File: src/hdl/hioc_defs.vh
// register offsets, field positions, reset values and timing for the host interrupt output controller
`ifndef HIOC_DEFS_VH
`define HIOC_DEFS_VH
`define HIOC_ADDR_W 8
`define HIOC_OFS_IDREV 8'h50
`define HIOC_OFS_CFG 8'h54
`define HIOC_OFS_STS 8'h58
`define HIOC_OFS_EN 8'h5c
`define HIOC_OFS_BTEST 8'h64
`define HIOC_BTEST_VAL 32'h87654321
`define HIOC_CFG_RST 32'h00000000
`define HIOC_STS_RST 32'h00000000
`define HIOC_EN_RST 32'h00000000
`define HIOC_INTV_HI 31
`define HIOC_INTV_LO 24
`define HIOC_RESTART_BIT 14
`define HIOC_ACTIVE_BIT 13
`define HIOC_MASTER_BIT 12
`define HIOC_OUTEN_BIT 8
`define HIOC_POL_BIT 4
`define HIOC_TYPE_BIT 0
`define HIOC_PWR_EVT_BIT 17
`define HIOC_STS_MASK 32'h82ffe7ff
`define HIOC_TICK_NS 10000
`define HIOC_CLK_NS 100
`define HIOC_TICK_CYCLES (`HIOC_TICK_NS / `HIOC_CLK_NS)
`endif

File: src/hdl/hioc_tick_gen.v
// ten microsecond tick generator for the hold-off counter
`timescale 1ns/1ps
`default_nettype none
module hioc_tick_gen #(
    parameter TICK_CYCLES = 100
) (
    input wire sys_clk,
    input wire rst,
    input wire restart,
    output reg tick
);
    reg [15:0] count;
    always @(posedge sys_clk)
    begin
        if (rst || restart)
        begin
            count <= 16'h0000;
            tick <= 1'b0;
        end
        else if (count == TICK_CYCLES[15:0] - 16'h0001)
        begin
            count <= 16'h0000;
            tick <= 1'b1;
        end
        else
        begin
            count <= count + 16'h0001;
            tick <= 1'b0;
        end
    end
endmodule // hioc_tick_gen
`default_nettype wire

File: src/hdl/hioc_pin_drv.v
// interrupt pin driver: polarity and open-drain or push-pull shaping
`timescale 1ns/1ps
`default_nettype none
module hioc_pin_drv (
    input wire sys_clk,
    input wire rst,
    input wire assert_pin,
    input wire pin_polarity,
    input wire push_pull,
    output reg irq_o,
    output reg irq_oe
);
    always @(posedge sys_clk)
    begin
        if (rst)
        begin
            irq_o <= 1'b0;
            irq_oe <= 1'b0;
        end
        else if (push_pull)
        begin
            irq_o <= assert_pin ~^ pin_polarity;
            irq_oe <= 1'b1;
        end
        else
        begin
            irq_o <= 1'b0;
            irq_oe <= assert_pin;
        end
    end
endmodule // hioc_pin_drv
`default_nettype wire

File: src/hdl/hioc_top.v
// host interrupt output controller with its register map slice
// Operation
// - interval field in config bits 31:24 gives hold-off in ten microsecond steps.
// - writing zero interval disables hold-off, clears counter, releases pending interrupts.
// - a new non-zero interval applies to all interrupts except the power event after the write.
// - the power event interrupt is never delayed by hold-off.
// - writing one to restart bit reloads counter and starts a fresh interval.
// - holdoff_active bit reads one while interrupts are withheld from the pin.
// - master bit mirrors OR of enabled interrupts, ignoring enable and hold-off.
// - output enable clear keeps pin deasserted; status bits untouched.
// - polarity bit selects active high or low; open-drain always active low.
// - buffer-type bit zero gives open-drain, one gives push-pull.
// - polarity and buffer type survive soft reset; only hard reset restores them.
// - identity register is read-only: design code high, revision low.
// - byte-order test register always reads the fixed pattern.
// - registers decode at fixed offsets; unmapped offsets read zero.
// - writing one clears a status bit; writing zero leaves it.
`timescale 1ns/1ps
`default_nettype none
`include "hioc_defs.vh"
module hioc_top #(
    parameter [15:0] DESIGN_ID = 16'h0a5c, // arbitrary value
    parameter [15:0] REVISION = 16'h0000,
    parameter TICK_CYCLES = `HIOC_TICK_CYCLES
) (
    input wire sys_clk,
    input wire rst,
    input wire soft_rst,
    input wire [7:0] addr,
    input wire cs,
    input wire wr,
    input wire rd,
    input wire [31:0] wdata,
    output reg [31:0] rdata,
    input wire [31:0] event_set,
    output wire irq_o,
    output wire irq_oe
);
    reg [7:0] holdoff_interval;
    reg [7:0] holdoff_count;
    reg holdoff_active;
    reg out_enable;
    reg pin_polarity;
    reg push_pull;
    reg [31:0] interrupt_status;
    reg [31:0] interrupt_enable_mask;
    reg master_q;
    reg pin_on;
    reg [31:0] next_rdata;
    reg next_holdoff_active;
    reg [7:0] next_holdoff_count;
    wire any_rst;
    wire wr_cfg;
    wire wr_sts;
    wire wr_en;
    wire restart;
    wire tick;
    wire [31:0] active_bits;
    wire master;
    wire pwr_evt_on;
    wire other_on;
    wire assert_pin;
    wire [31:0] next_status;
    wire [31:0] cfg_read;
    wire clear_write;
    wire pin_drop;
    wire count_done;
    wire withheld_on;
    wire [7:0] written_interval;
    wire rd_req;
    genvar gi;

    localparam [31:0] CFG_RST = `HIOC_CFG_RST;
    localparam [31:0] STS_MASK = `HIOC_STS_MASK;
    localparam [31:0] PWR_EVT_MASK = 32'h00000001 << `HIOC_PWR_EVT_BIT;
    localparam HOLD_IDLE = 1'b0;
    localparam HOLD_RUN = 1'b1;

    assign any_rst = rst | soft_rst;
    assign wr_cfg = cs & wr & (addr == `HIOC_OFS_CFG);
    assign wr_sts = cs & wr & (addr == `HIOC_OFS_STS);
    assign wr_en = cs & wr & (addr == `HIOC_OFS_EN);
    assign restart = wr_cfg & wdata[`HIOC_RESTART_BIT];
    assign written_interval = wdata[`HIOC_INTV_HI:`HIOC_INTV_LO];
    assign clear_write = wr_cfg & (written_interval == 8'h00);
    assign pin_drop = pin_on & ~assert_pin;
    assign count_done = (holdoff_count <= 8'h01);
    assign rd_req = cs & rd;

    // status bits: set wins over a same-cycle clear; reserved bits stay zero
    generate
        for (gi = 0; gi < 32; gi = gi + 1)
        begin : g_sts
            assign next_status[gi] = STS_MASK[gi]
                                     & (event_set[gi] | (interrupt_status[gi] & ~(wr_sts & wdata[gi])));
        end
    endgenerate

    always @(posedge sys_clk)
    begin
        if (any_rst)
        begin
            interrupt_status <= `HIOC_STS_RST;
        end
        else
        begin
            interrupt_status <= next_status;
        end
    end

    always @(posedge sys_clk)
    begin
        if (any_rst)
        begin
            interrupt_enable_mask <= `HIOC_EN_RST;
        end
        else if (wr_en)
        begin
            interrupt_enable_mask <= wdata;
        end
    end

    assign active_bits = interrupt_status & interrupt_enable_mask;
    assign master = |active_bits;
    assign pwr_evt_on = active_bits[`HIOC_PWR_EVT_BIT];
    assign other_on = |(active_bits & ~PWR_EVT_MASK);

    always @(posedge sys_clk)
    begin
        if (any_rst)
            master_q <= 1'b0;
        else
            master_q <= master;
    end

    // configuration fields cleared by any reset
    always @(posedge sys_clk)
    begin
        if (any_rst)
        begin
            holdoff_interval <= CFG_RST[`HIOC_INTV_HI:`HIOC_INTV_LO];
            out_enable <= 1'b0;
        end
        else if (wr_cfg)
        begin
            holdoff_interval <= wdata[`HIOC_INTV_HI:`HIOC_INTV_LO];
            out_enable <= wdata[`HIOC_OUTEN_BIT];
        end
    end

    // pin shaping bits survive soft reset
    always @(posedge sys_clk)
    begin
        if (rst)
        begin
            pin_polarity <= 1'b0;
            push_pull <= 1'b0;
        end
        else if (wr_cfg)
        begin
            pin_polarity <= wdata[`HIOC_POL_BIT];
            push_pull <= wdata[`HIOC_TYPE_BIT];
        end
    end

    hioc_tick_gen #(
        .TICK_CYCLES(TICK_CYCLES)
    ) u_tick (
        .sys_clk(sys_clk),
        .rst(any_rst),
        .restart(restart | pin_drop),
        .tick(tick)
    );

    // hold-off state: starts on pin deassertion or restart, counts down in ticks
    always @*
    begin
        next_holdoff_active = holdoff_active;
        next_holdoff_count = holdoff_count;
        if (clear_write)
        begin
            next_holdoff_active = HOLD_IDLE;
            next_holdoff_count = 8'h00;
        end
        else if (restart)
        begin
            next_holdoff_active = HOLD_RUN;
            next_holdoff_count = written_interval;
        end
        else if (pin_drop && holdoff_interval != 8'h00)
        begin
            next_holdoff_active = HOLD_RUN;
            next_holdoff_count = holdoff_interval;
        end
        else
        begin
            case (holdoff_active)
                HOLD_RUN:
                begin
                    if (tick && count_done)
                    begin
                        next_holdoff_active = HOLD_IDLE;
                        next_holdoff_count = 8'h00;
                    end
                    else if (tick)
                        next_holdoff_count = holdoff_count - 8'h01;
                end
                default:
                begin
                    next_holdoff_active = HOLD_IDLE;
                    next_holdoff_count = holdoff_count;
                end
            endcase
        end
    end

    always @(posedge sys_clk)
    begin
        if (any_rst)
        begin
            holdoff_active <= HOLD_IDLE;
            holdoff_count <= 8'h00;
        end
        else
        begin
            holdoff_active <= next_holdoff_active;
            holdoff_count <= next_holdoff_count;
        end
    end

    // power event bypasses the hold-off window
    assign withheld_on = other_on & ~holdoff_active;
    assign assert_pin = out_enable & (withheld_on | pwr_evt_on);

    always @(posedge sys_clk)
    begin
        if (any_rst)
            pin_on <= 1'b0;
        else
            pin_on <= assert_pin;
    end

    hioc_pin_drv u_pin (
        .sys_clk(sys_clk),
        .rst(rst),
        .assert_pin(assert_pin),
        .pin_polarity(pin_polarity),
        .push_pull(push_pull),
        .irq_o(irq_o),
        .irq_oe(irq_oe)
    );

    // config readback; restart bit self-clears and reserved bits read zero
    assign cfg_read = {
        holdoff_interval,
        9'h000,
        1'b0,
        holdoff_active,
        master_q,
        3'h0,
        out_enable,
        3'h0,
        pin_polarity,
        3'h0,
        push_pull
    };

    always @*
    begin
        case (addr)
            `HIOC_OFS_IDREV:
            begin
                next_rdata = {DESIGN_ID, REVISION};
            end
            `HIOC_OFS_CFG:
            begin
                next_rdata = cfg_read;
            end
            `HIOC_OFS_STS:
            begin
                next_rdata = interrupt_status;
            end
            `HIOC_OFS_EN:
            begin
                next_rdata = interrupt_enable_mask;
            end
            `HIOC_OFS_BTEST:
            begin
                next_rdata = `HIOC_BTEST_VAL;
            end
            default:
            begin
                next_rdata = 32'h00000000;
            end
        endcase
    end

    always @(posedge sys_clk)
    begin
        if (rst)
            rdata <= 32'h00000000;
        else if (rd_req)
            rdata <= next_rdata;
    end
endmodule // hioc_top
`default_nettype wire

File: config.mk
export PLATFORM = sky130hd
export DESIGN_NAME = hioc_top
export DESIGN_NICKNAME = d
export VERILOG_FILES = /design/src/hdl/hioc_tick_gen.v /design/src/hdl/hioc_pin_drv.v /design/src/hdl/hioc_top.v
export VERILOG_INCLUDE_DIRS = /design/src /design/src/hdl
export SDC_FILE = /design/constraint.sdc
export NUM_CORES = 1
export LEC_CHECK = 0
export ABC_CLOCK_PERIOD_IN_PS = 2100
export BUFFER_PORTS_ARGS = -buffer_cell sky130_fd_sc_hd__buf_2
export CORE_MARGIN = 8
export CORE_UTILIZATION = 45
export DETAILED_ROUTE_END_ITERATION = 10
export GPL_TIMING_DRIVEN = 0
export PLACE_DENSITY = 0.72
export SYNTH_ARGS = -nofsm -noshare
export SYNTH_HDL_FRONTEND = slang
export SYNTH_SLANG_ARGS = --single-unit
File: constraint.sdc
create_clock -name sys_clk -period 2.1 [get_ports sys_clk]
set_clock_uncertainty 0.15 [all_clocks]
set_input_delay 0.315 -clock sys_clk [delete_from_list [all_inputs] [get_ports sys_clk]]
set_output_delay 0.315 -clock sys_clk [all_outputs]
set_load 0.03 [all_outputs]
Word-level counts from Yosys, hierarchy flattened
Cells that the tools add are included.

storage, ports and cells
  input bits = 78
  flip-flop bits (word level) = 137
  output and inout port bits = 34

cells by class
  bitwise gates (word level) = 114
  order comparisons = 1
  $add $sub $neg = 2
  equality and inequality tests = 6
  reduce and logical (&&, ||, !) cells = 13
  muxes and demuxes = 12

operators with widths
  cell                     count
  $pmux W32 S5             1
  $and A1 B1 Y1            58
  $eq A8 B7 Y1 const B     5
  $mux W8                  5
  $and A32 B32 Y32         1
  $reduce_or A32 Y1        1
  $reduce_or A31 Y1        1
  $not A1 Y1               27
  $or A1 B1 Y1             27
  $add A16 B1 Y16 const B  1
  $eq A16 B7 Y1 const B    1
  $le A8 B1 Y1 const B     1
  $logic_not A8 Y1         1
  $reduce_bool A8 Y1       1
  $sub A8 B1 Y8 const B    1
  $mux W1                  6
  $reduce_or A2 Y1         3
  $reduce_bool A4 Y1       1
  $reduce_bool A3 Y1       1
  $logic_and A1 B1 Y1      2
  $reduce_and A2 Y1        1
  $logic_or A1 B1 Y1       1
  $xnor A1 B1 Y1           1

Logic depth before layout (Yosys ltp)
Gate-level depths: netlist of run 1.

  depth in word-level cells = 10
  depth in mapped cells = 10
  mapped depth without buffers = 9

Cells and area by module
A second synthesis of run 1 with hierarchy kept.

unflattened totals
  cell total of the unflattened synthesis = 728
  area total of the unflattened synthesis = 5820.6 sq um

by module, submodules not included
  module         cells an instance  instances  seq. area each (sq um)  area each (sq um)
  hioc_top       638                1          2202.1                  4963.5
  hioc_tick_gen  84                 1          340.3                   788.3
  hioc_pin_drv   6                  1          40.0                    68.8

Worst setup path after synthesis of run 1
No wires, ideal clock.

  path kind = input port to flip-flop
  from = input port addr[3]
  to = register holdoff_count[7]
  stages on the path = 10
  path buffers = 3
  data arrival time = 1.758 ns
  setup slack = 0.070 ns
  setup time = 0.122 ns
  cells stage by stage = buf_6 nor4b_4 and4_1 buf_4 a21o_4 a21oi_2 buf_6 nand3_1 nor2_1 a311o_1

on the way
  word-level cells in the longest chain between the ends = 5

RTL lines
  what                                                                              RTL line        text
  start: declaration                                                                hioc_top.v:29   input wire [7:0] addr,
  $eq A8 B7 Y1 (*)                                                                  --
  $and A1 B1 Y1 (*)                                                                 hioc_top.v:80   assign wr_cfg = cs & wr & (addr == `HIOC_OFS_CFG);
  $and A1 B1 Y1                                                                     hioc_top.v:83   assign restart = wr_cfg & wdata[`HIOC_RESTART_BIT];
  $reduce_bool A4 Y1 (no source line) / $reduce_bool A3 Y1 (equally long branches)  --
  $reduce_and A2 Y1 (no source line)                                                --
  end signal: assignment                                                            hioc_top.v:227  holdoff_count <= next_holdoff_count;
  end: declaration                                                                  hioc_top.v:40   reg [7:0] holdoff_count;

Mark *: on every way between the ends. The rest lies on a longest branch, timed or not.
A chain may end at the register's enable or synchronous reset.

Final worst setup path of run 1
  from = register interrupt_enable_mask[20]
  to = register holdoff_count[1]

on the way
  word-level cells in the longest chain between the ends = 10

RTL lines
  what                                                                  RTL line        text
  start: declaration                                                    hioc_top.v:46   reg [31:0] interrupt_enable_mask;
  start signal: assignment                                              hioc_top.v:115  interrupt_enable_mask <= `HIOC_EN_RST;
  start signal: assignment                                              hioc_top.v:119  interrupt_enable_mask <= wdata;
  $and A32 B32 Y32 (*)                                                  hioc_top.v:123  assign active_bits = interrupt_status & interrupt_enable_mask;
  $reduce_or A31 Y1 (*)                                                 hioc_top.v:126  assign other_on = |(active_bits & ~PWR_EVT_MASK);
  $and A1 B1 Y1 (*)                                                     hioc_top.v:232  assign withheld_on = other_on & ~holdoff_active;
  $or A1 B1 Y1 (*)                                                      hioc_top.v:233  assign assert_pin = out_enable & (withheld_on | pwr_evt_on);
  $and A1 B1 Y1 (*)                                                     hioc_top.v:233
  $not A1 Y1 (*)                                                        hioc_top.v:86   assign pin_drop = pin_on & ~assert_pin;
  $and A1 B1 Y1 (*)                                                     hioc_top.v:86
  $logic_and A1 B1 Y1 (*)                                               hioc_top.v:190  else if (pin_drop && holdoff_interval != 8'h00)
  $reduce_bool A4 Y1 (no source line), or another cell as far along     --
  $reduce_and A2 Y1 (no source line) / $mux W8 (equally long branches)  --

Marked as above.

==> results.toml, run 1 <==
[route]
detail-route-antenna-nets = 0
drt_first_iter_violations = 493
route.detailed.vias_per_inst = 5.41
route.detailed.wl_per_inst_um = 17.0
drt_wirelength_um = 17700
drt-pass1-iter-count = 5
remaining_drc_errors = 0
routed-via-count = 5642

[hold_path]
worst_hold_path_type = "in -> reg"

[cts]
path_clk_slew_ns = 0.06
insertion_delay_ns = 0.42
clock-root-buffer = "clkbuf_16"
cts_inserted_buffers = 17
clkSinkCount = 129
max-clock-path-buffers = 2
cts_tree = "done"
htree_num_levels = 4

[timing]
slew_headroom_pct = 40.9
holdWs_ns = 0.0149
rsz_0062_raised_after_global_routing = "true"
fin_crit_ns = 2.16
final_critical_path_setup_slack_ns = -0.0646
timing_worst_slew_pin_value_ns = 0.884
timing_hold_violations_final = 0
final-setup-viol-count = 16
timing.fmax_mhz = 462
drv_slew = 0
layout_worst_path_cycle_share_pct = 103

[status]
violations = "negative setup slack"
status = "finished, violations left"

[floorplanning]
rows = 41
die-height_um = 129
fp.coreArea_sq_mm = 0.0125
io_pins = 112
floorplan.initialDensity_pct = 45.6
die_x_um = 129
die_outline_area_sq_mm = 0.0165

[setup_path]
critPathArrivalTime_ns = 2.30
timing.critical_path.slowest_cell_delay_ns = 0.32
worst-setup-path-type = "reg -> reg"
path_cells = "a22o_1 > a221oi_2 > and4_4 > a31oi_4 > nor2_4 > buf_6 > mux2i_1 > o221ai_1"
critPathLaunchType = "register"
crit_fanout = 5
critPathSlowestCell = "dfxtp_2"
timing.critical_path.to_type = "register"
cp.required_ns = 2.23

[logic_synthesis]
ys_top_cells_by_area = "dfxtp_1, nand2_1, nor2_1"
synth_top_cells_by_count = "dfxtp_1, nand2_1, nor2_1"
synthCells = 681
postSynth.topFlopCell = "dfxtp_1"
postSynthAreaPerCell_sq_um = 8.37
ys_seq_elements = 129
synth_enable_flop_cells = 0
async_flop_share_pct = 0
yosysUniqueCellTypes = 63
synthDominantAreaCellType = "dfxtp_1"
synthMostInstantiatedCell = "dfxtp_1"
synth.net_count = 762
synth_top_area_share_pct = 45.3
synth.yosys.seq_area_share_pct = 45.3
synth.yosys.warnings = 0
syn-cell-area_sq_mm = 0.00570

[place]
routabilityCongestion = 0.869
dp_cells = 955
placement.io_buffers = 102
detailed_place_hpwl_um = 12500
placement.setup.worst_slack_ns = -0.502
placed_standard_cell_area_sq_mm = 0.00643

[final_layout]
final_area_sq_mm = 0.00761
fill_cells = 1114
final_layout_size_suffix_gt1_share_pct = 24.3
area.growth.synth_to_final_pct = 33.6
stdcell_count = 1043
num-nets-final = 938

[global_routing]
first_global_vias = 5313
first_pass_grt_wire_length_um = 27700
global_route.usage.total_pct = 21.5
antenna_found_initial = 0
grt_max_degree = 17
grt_overflow_total = 0

[run]
max_cap_viol_count = 0

[pwr]
power_mw = 5.66
ir_drop_worst_vdd_uv = 549
power.density_cell_area_mw_per_mm2 = 743
leakage_nw = 2.99
what timing repair did:
action | CTS | global route
gates cloned | 1 | 0
endpoints found under the hold margin | 35 | 0
hold buffers | 35 | 0
resized for setup | 24 | 20
pin swaps | 10 | 16
setup buffers | 16 | 4
setup endpoints to repair | 40 | 59
routing by layer:
layer | track usage, % | vias up | wire (um)
met2 | 32.8 | 255 | 7860
met1 | 28.2 | 2620 | 7720
li1 | - | 2742 | -
met3 | 6.29 | 25 | 1850
met4 | 7.81 | 0 | 274
met5 | 0 | - | 0
per-stage QoR:
step,util (%),setup TNS [ns]
detailed placement,51.3,-26.93
floorplan,-,0
CTS,60.2,-0.155
global route,60.8,-1.76
global placement,51.3,-26.05
finish,60.8,-0.322
worst max-delay path: cells and delay by family, from the launching register on:
family	cells	cell delay (ns)
compound gates	4	0.75
buf+inv	1	0.13
flops	1	0.32
mux	1	0.22
simple gates	2	0.47
registers in the layout, indices dropped and copies added, names as in the netlist, 8 cells and up:
| name | flops |
|---|---|
| rdata | 32 |
| interrupt_status | 24 |
| u_tick.count | 16 |
| holdoff_interval | 8 |
| interrupt_enable_mask | 32 |
| holdoff_count | 8 |
placed cells by master (no fill, tap or decap), types with 3 or more instances in the layout:
cell	Yosys	routed
nand2_1	115	114
dfxtp_1	129	122
xor2_1	13	13
buf_4	2	19
xnor2_1	7	7
inv_1	7	7
o21ai_1	0	4
clkbuf_8	0	3
a22oi_1	11	11
a221o_1	4	4
and2_1	5	5
a221oi_1	8	5
mux2i_1	30	30
buf_6	2	7
clkbuf_16	0	17
mux2_2	4	4
dfxtp_2	0	6
a22o_1	10	10
a221oi_2	0	3
clkinv_2	0	7
nand4_1	4	4
clkinvlp_4	0	3
and4_1	4	3
a311o_1	4	4
o21ai_0	12	7
a21oi_1	72	72
nor3_1	18	18
nor2_1	110	109
buf_2	11	110
o21a_1	3	3
o211ai_1	5	5
nand3_1	16	16
dlygate4sd3_1	0	35
or4_1	4	3
clkbuf_2	0	3
clkbuf_1	23	21
cell type report:
type	instances	area, sq um	area share (%)
clock inverters	11	87.6	1.15
flip-flops and latches	129	2590	34.1
diodes	1	2.50	0.0329
clock buffers	21	470	6.18
inverters	7	26.3	0.345
multi-input cells	505	2990	39.2
well taps	172	215	2.83
repair buffers	158	1030	13.5
plain buffers	39	201	2.65
cells by family after synthesis:
family | after synthesis | synth area share (%)
adders and majority gates | 3 | 0.658
and+or+nand+nor | 299 | 23.7
AOI/OAI and AO/OA | 149 | 17.5
xor gates and xnor gates | 20 | 3.07
muxes | 34 | 6.06
buffers and inverters | 47 | 3.73
DFF | 129 | 45.3
worst paths after layout:
check	from	to	slack, ns	cells past startpoint
setup / recovery	interrupt_enable_mask[20]	holdoff_count[1]	-0.06	8
setup reg to reg	interrupt_enable_mask[20]	holdoff_count[1]	-0.06	8
hold reg to reg	rdata[11]	rdata[11]	0.31	2
hold / removal	wdata[1]	interrupt_enable_mask[1]	0.01	3
where the power goes:
group / internal (mW) / total [mW] / switching, mW
Combinational: 0.165 / 0.387 / 0.222
Sequential: 2.48 / 2.51 / 0.0294
Clock: 1.70 / 2.76 / 1.06
Total: 4.35 / 5.66 / 1.31
Note: power is estimated with default switching activity, not from simulation.
==> run 2, diff against run 1 <==
--- a/config.mk
+++ b/config.mk
@@ -6,13 +6,13 @@
 export SDC_FILE = /design/constraint.sdc
 export NUM_CORES = 1
 export LEC_CHECK = 0
-export ABC_CLOCK_PERIOD_IN_PS = 2100
+export ABC_CLOCK_PERIOD_IN_PS = 2200
 export BUFFER_PORTS_ARGS = -buffer_cell sky130_fd_sc_hd__buf_2
 export CORE_MARGIN = 8
 export CORE_UTILIZATION = 45
 export DETAILED_ROUTE_END_ITERATION = 10
 export GPL_TIMING_DRIVEN = 0
-export PLACE_DENSITY = 0.72
+export PLACE_DENSITY = 0.69
 export SYNTH_ARGS = -nofsm -noshare
 export SYNTH_HDL_FRONTEND = slang
 export SYNTH_SLANG_ARGS = --single-unit
==> constraint.sdc (replaced) <==
create_clock -name sys_clk -period 2.2 [get_ports sys_clk]
set_clock_uncertainty 0.15 [all_clocks]
set_input_delay 0.33 -clock sys_clk [delete_from_list [all_inputs] [get_ports sys_clk]]
set_output_delay 0.33 -clock sys_clk [all_outputs]
set_load 0.03 [all_outputs]
==> results.toml, run 2 (synthesis results as in run 1) <==
[pwr]
ir_drop_worst_vdd_uv = 470
power.density_cell_area_mw_per_mm2 = 774
leakage_nw = 2.93
power_mw = 5.78

[final_layout]
final_area_sq_mm = 0.00746
final_layout_size_suffix_gt1_share_pct = 22.6
most-common-layout-cells = "dfxtp_1, nand2_1, buf_2, nor2_1, a21oi_1"
layout_top_registers = "interrupt_enable_mask: 32 flops, rdata: 32 flops, interrupt_status: 24 flops"
stdcell_count = 1021
area.growth.synth_to_final_pct = 30.9
postLayoutCoreUtil_pct = 59.6
layout_commonest_cell = "dfxtp_1"
antenna-diode-count = 0
num-nets-final = 918

[global_routing]
grt_overflow_total = 0
antenna_found_initial = 0
first_pass_grt_wire_length_um = 27400
first_global_vias = 5299
grt_max_degree = 17
global_route.usage.total_pct = 21.1

[hold_path]
timing.hold.worst_path_depth = 3
holdCritStartpoint = "wdata[6]"
worst_hold_path_type = "in -> reg"
holdPathEnd = "interrupt_enable_mask[6]"

[setup_path]
reg2regPathDepth = 7
crit_fanout = 5
critPathLaunchType = "register"
timing.critical_path.slowest_cell_delay_ns = 0.32
worstReg2RegEnd = "holdoff_count[5]"
cp.required_ns = 2.35
timing.critical_path.to_type = "register"
critPathSlowestCell = "dfxtp_2"
worst-setup-path-type = "reg -> reg"
path_cells = "a22o_1 > a221oi_2 > and4_4 > a31oi_4 > o211ai_4 > o21ai_1 > a311o_1"
path_buf_inv = 0
r2r-start = "interrupt_enable_mask[4]"
timing.reg2reg.setup_slack_ns = -0.0002
cp_top_family = "compound AO/OA/AOI/OAI gates"
critPathArrivalTime_ns = 2.35

[timing]
rsz_0062_raised_after_global_routing = "true"
holdWs_ns = 0.0140
drv_slew = 0
final-setup-viol-count = 1
timing.setup.tns_ns = -0.000155
timing.fmax_mhz = 455
slew_headroom_pct = 39.2
timing_hold_violations_final = 0
timing_worst_slew_pin_value_ns = 0.910
fin_crit_ns = 2.20
layout_worst_path_cycle_share_pct = 100
final_critical_path_setup_slack_ns = -0.000155

[floorplanning]
fp.coreArea_sq_mm = 0.0125
io_pins = 112
die_x_um = 129
rows = 41
die_outline_area_sq_mm = 0.0165
floorplan.initialDensity_pct = 45.6
die-height_um = 129

[route]
routed-via-count = 5594
route.detailed.wl_per_inst_um = 17.3
drt_wirelength_um = 17700
route.detailed.vias_per_inst = 5.48
drt_first_iter_violations = 535
drt-pass1-iter-count = 5
detail-route-antenna-nets = 0
remaining_drc_errors = 0

[place]
placed_standard_cell_area_sq_mm = 0.00643
placement.setup.worst_slack_ns = -0.409
detailed_place_hpwl_um = 13000
dp_cells = 955
placement.io_buffers = 102
routabilityCongestion = 0.907

[status]
status = "finished, violations left"
violations = "negative setup slack"

[cts]
path_clk_slew_ns = 0.06
clock-root-buffer = "clkbuf_16"
insertion_delay_ns = 0.42
clkSinkCount = 129
cts_inserted_buffers = 17
cts_tree = "done"
max-clock-path-buffers = 2
htree_num_levels = 4

[run]
max_cap_viol_count = 0
## run 2: area by class of cell
class,count,area (sq um)
fill,1159,5050
multi-input combinational,505,2980
sequential,129,2590
timing repair buffer,138,831
clock buffer,27,513
tap,172,215
buffer,39,190
clock inverter,4,120
inverter,7,26.3
## run 2: routing by layer
metal  part of all wire, %  up-vias  wire, um  global-route usage (%)
li1                      -     2692         -                       -
met1                    45     2649      7870                    27.5
met2                    45      230      8020                    32.8
met3                   8.6       23      1520                    5.79
met4                   1.4        0       248                    7.05
met5                     0        -         0                       0
## run 2: report_power, final
group	internal [mW]	switching, mW	total [mW]
Clock	2.04	0.987	3.03
Combinational	0.141	0.204	0.345
Sequential	2.37	0.0287	2.40
## run 2: worst register-to-register path, cell delays in order (launching register included)
cell and delay, ns:
dfxtp_2 0.32, a22o_1 0.23, a221oi_2 0.24, and4_4 0.30, a31oi_4 0.14, o211ai_4 0.29
o21ai_1 0.09, a311o_1 0.32
## run 2: what timing repair did
action,in CTS,in global routing
buffers inserted,4,10
hold buffers,21,0
endpoints found under the hold margin,21,0
pin swaps,5,11
endpoints found under the setup margin,17,42
gates resized for setup,10,16
gates cloned,0,1
## run 2: worst max path at each step
stage                                        start                   to  slack, ns  cells past startpoint
final                     interrupt_enable_mask[4]     holdoff_count[5]    -0.0002                      7
after global routing      interrupt_enable_mask[4]     holdoff_count[3]      -0.03                      7
after CTS                      interrupt_status[4]     holdoff_count[5]      0.007                      8
after detailed placement                   addr[5]  interrupt_status[5]      -0.41                      9
after global placement                     addr[5]  interrupt_status[0]      -0.39                      9
after floorplan                            addr[3]     holdoff_count[7]       0.16                     10
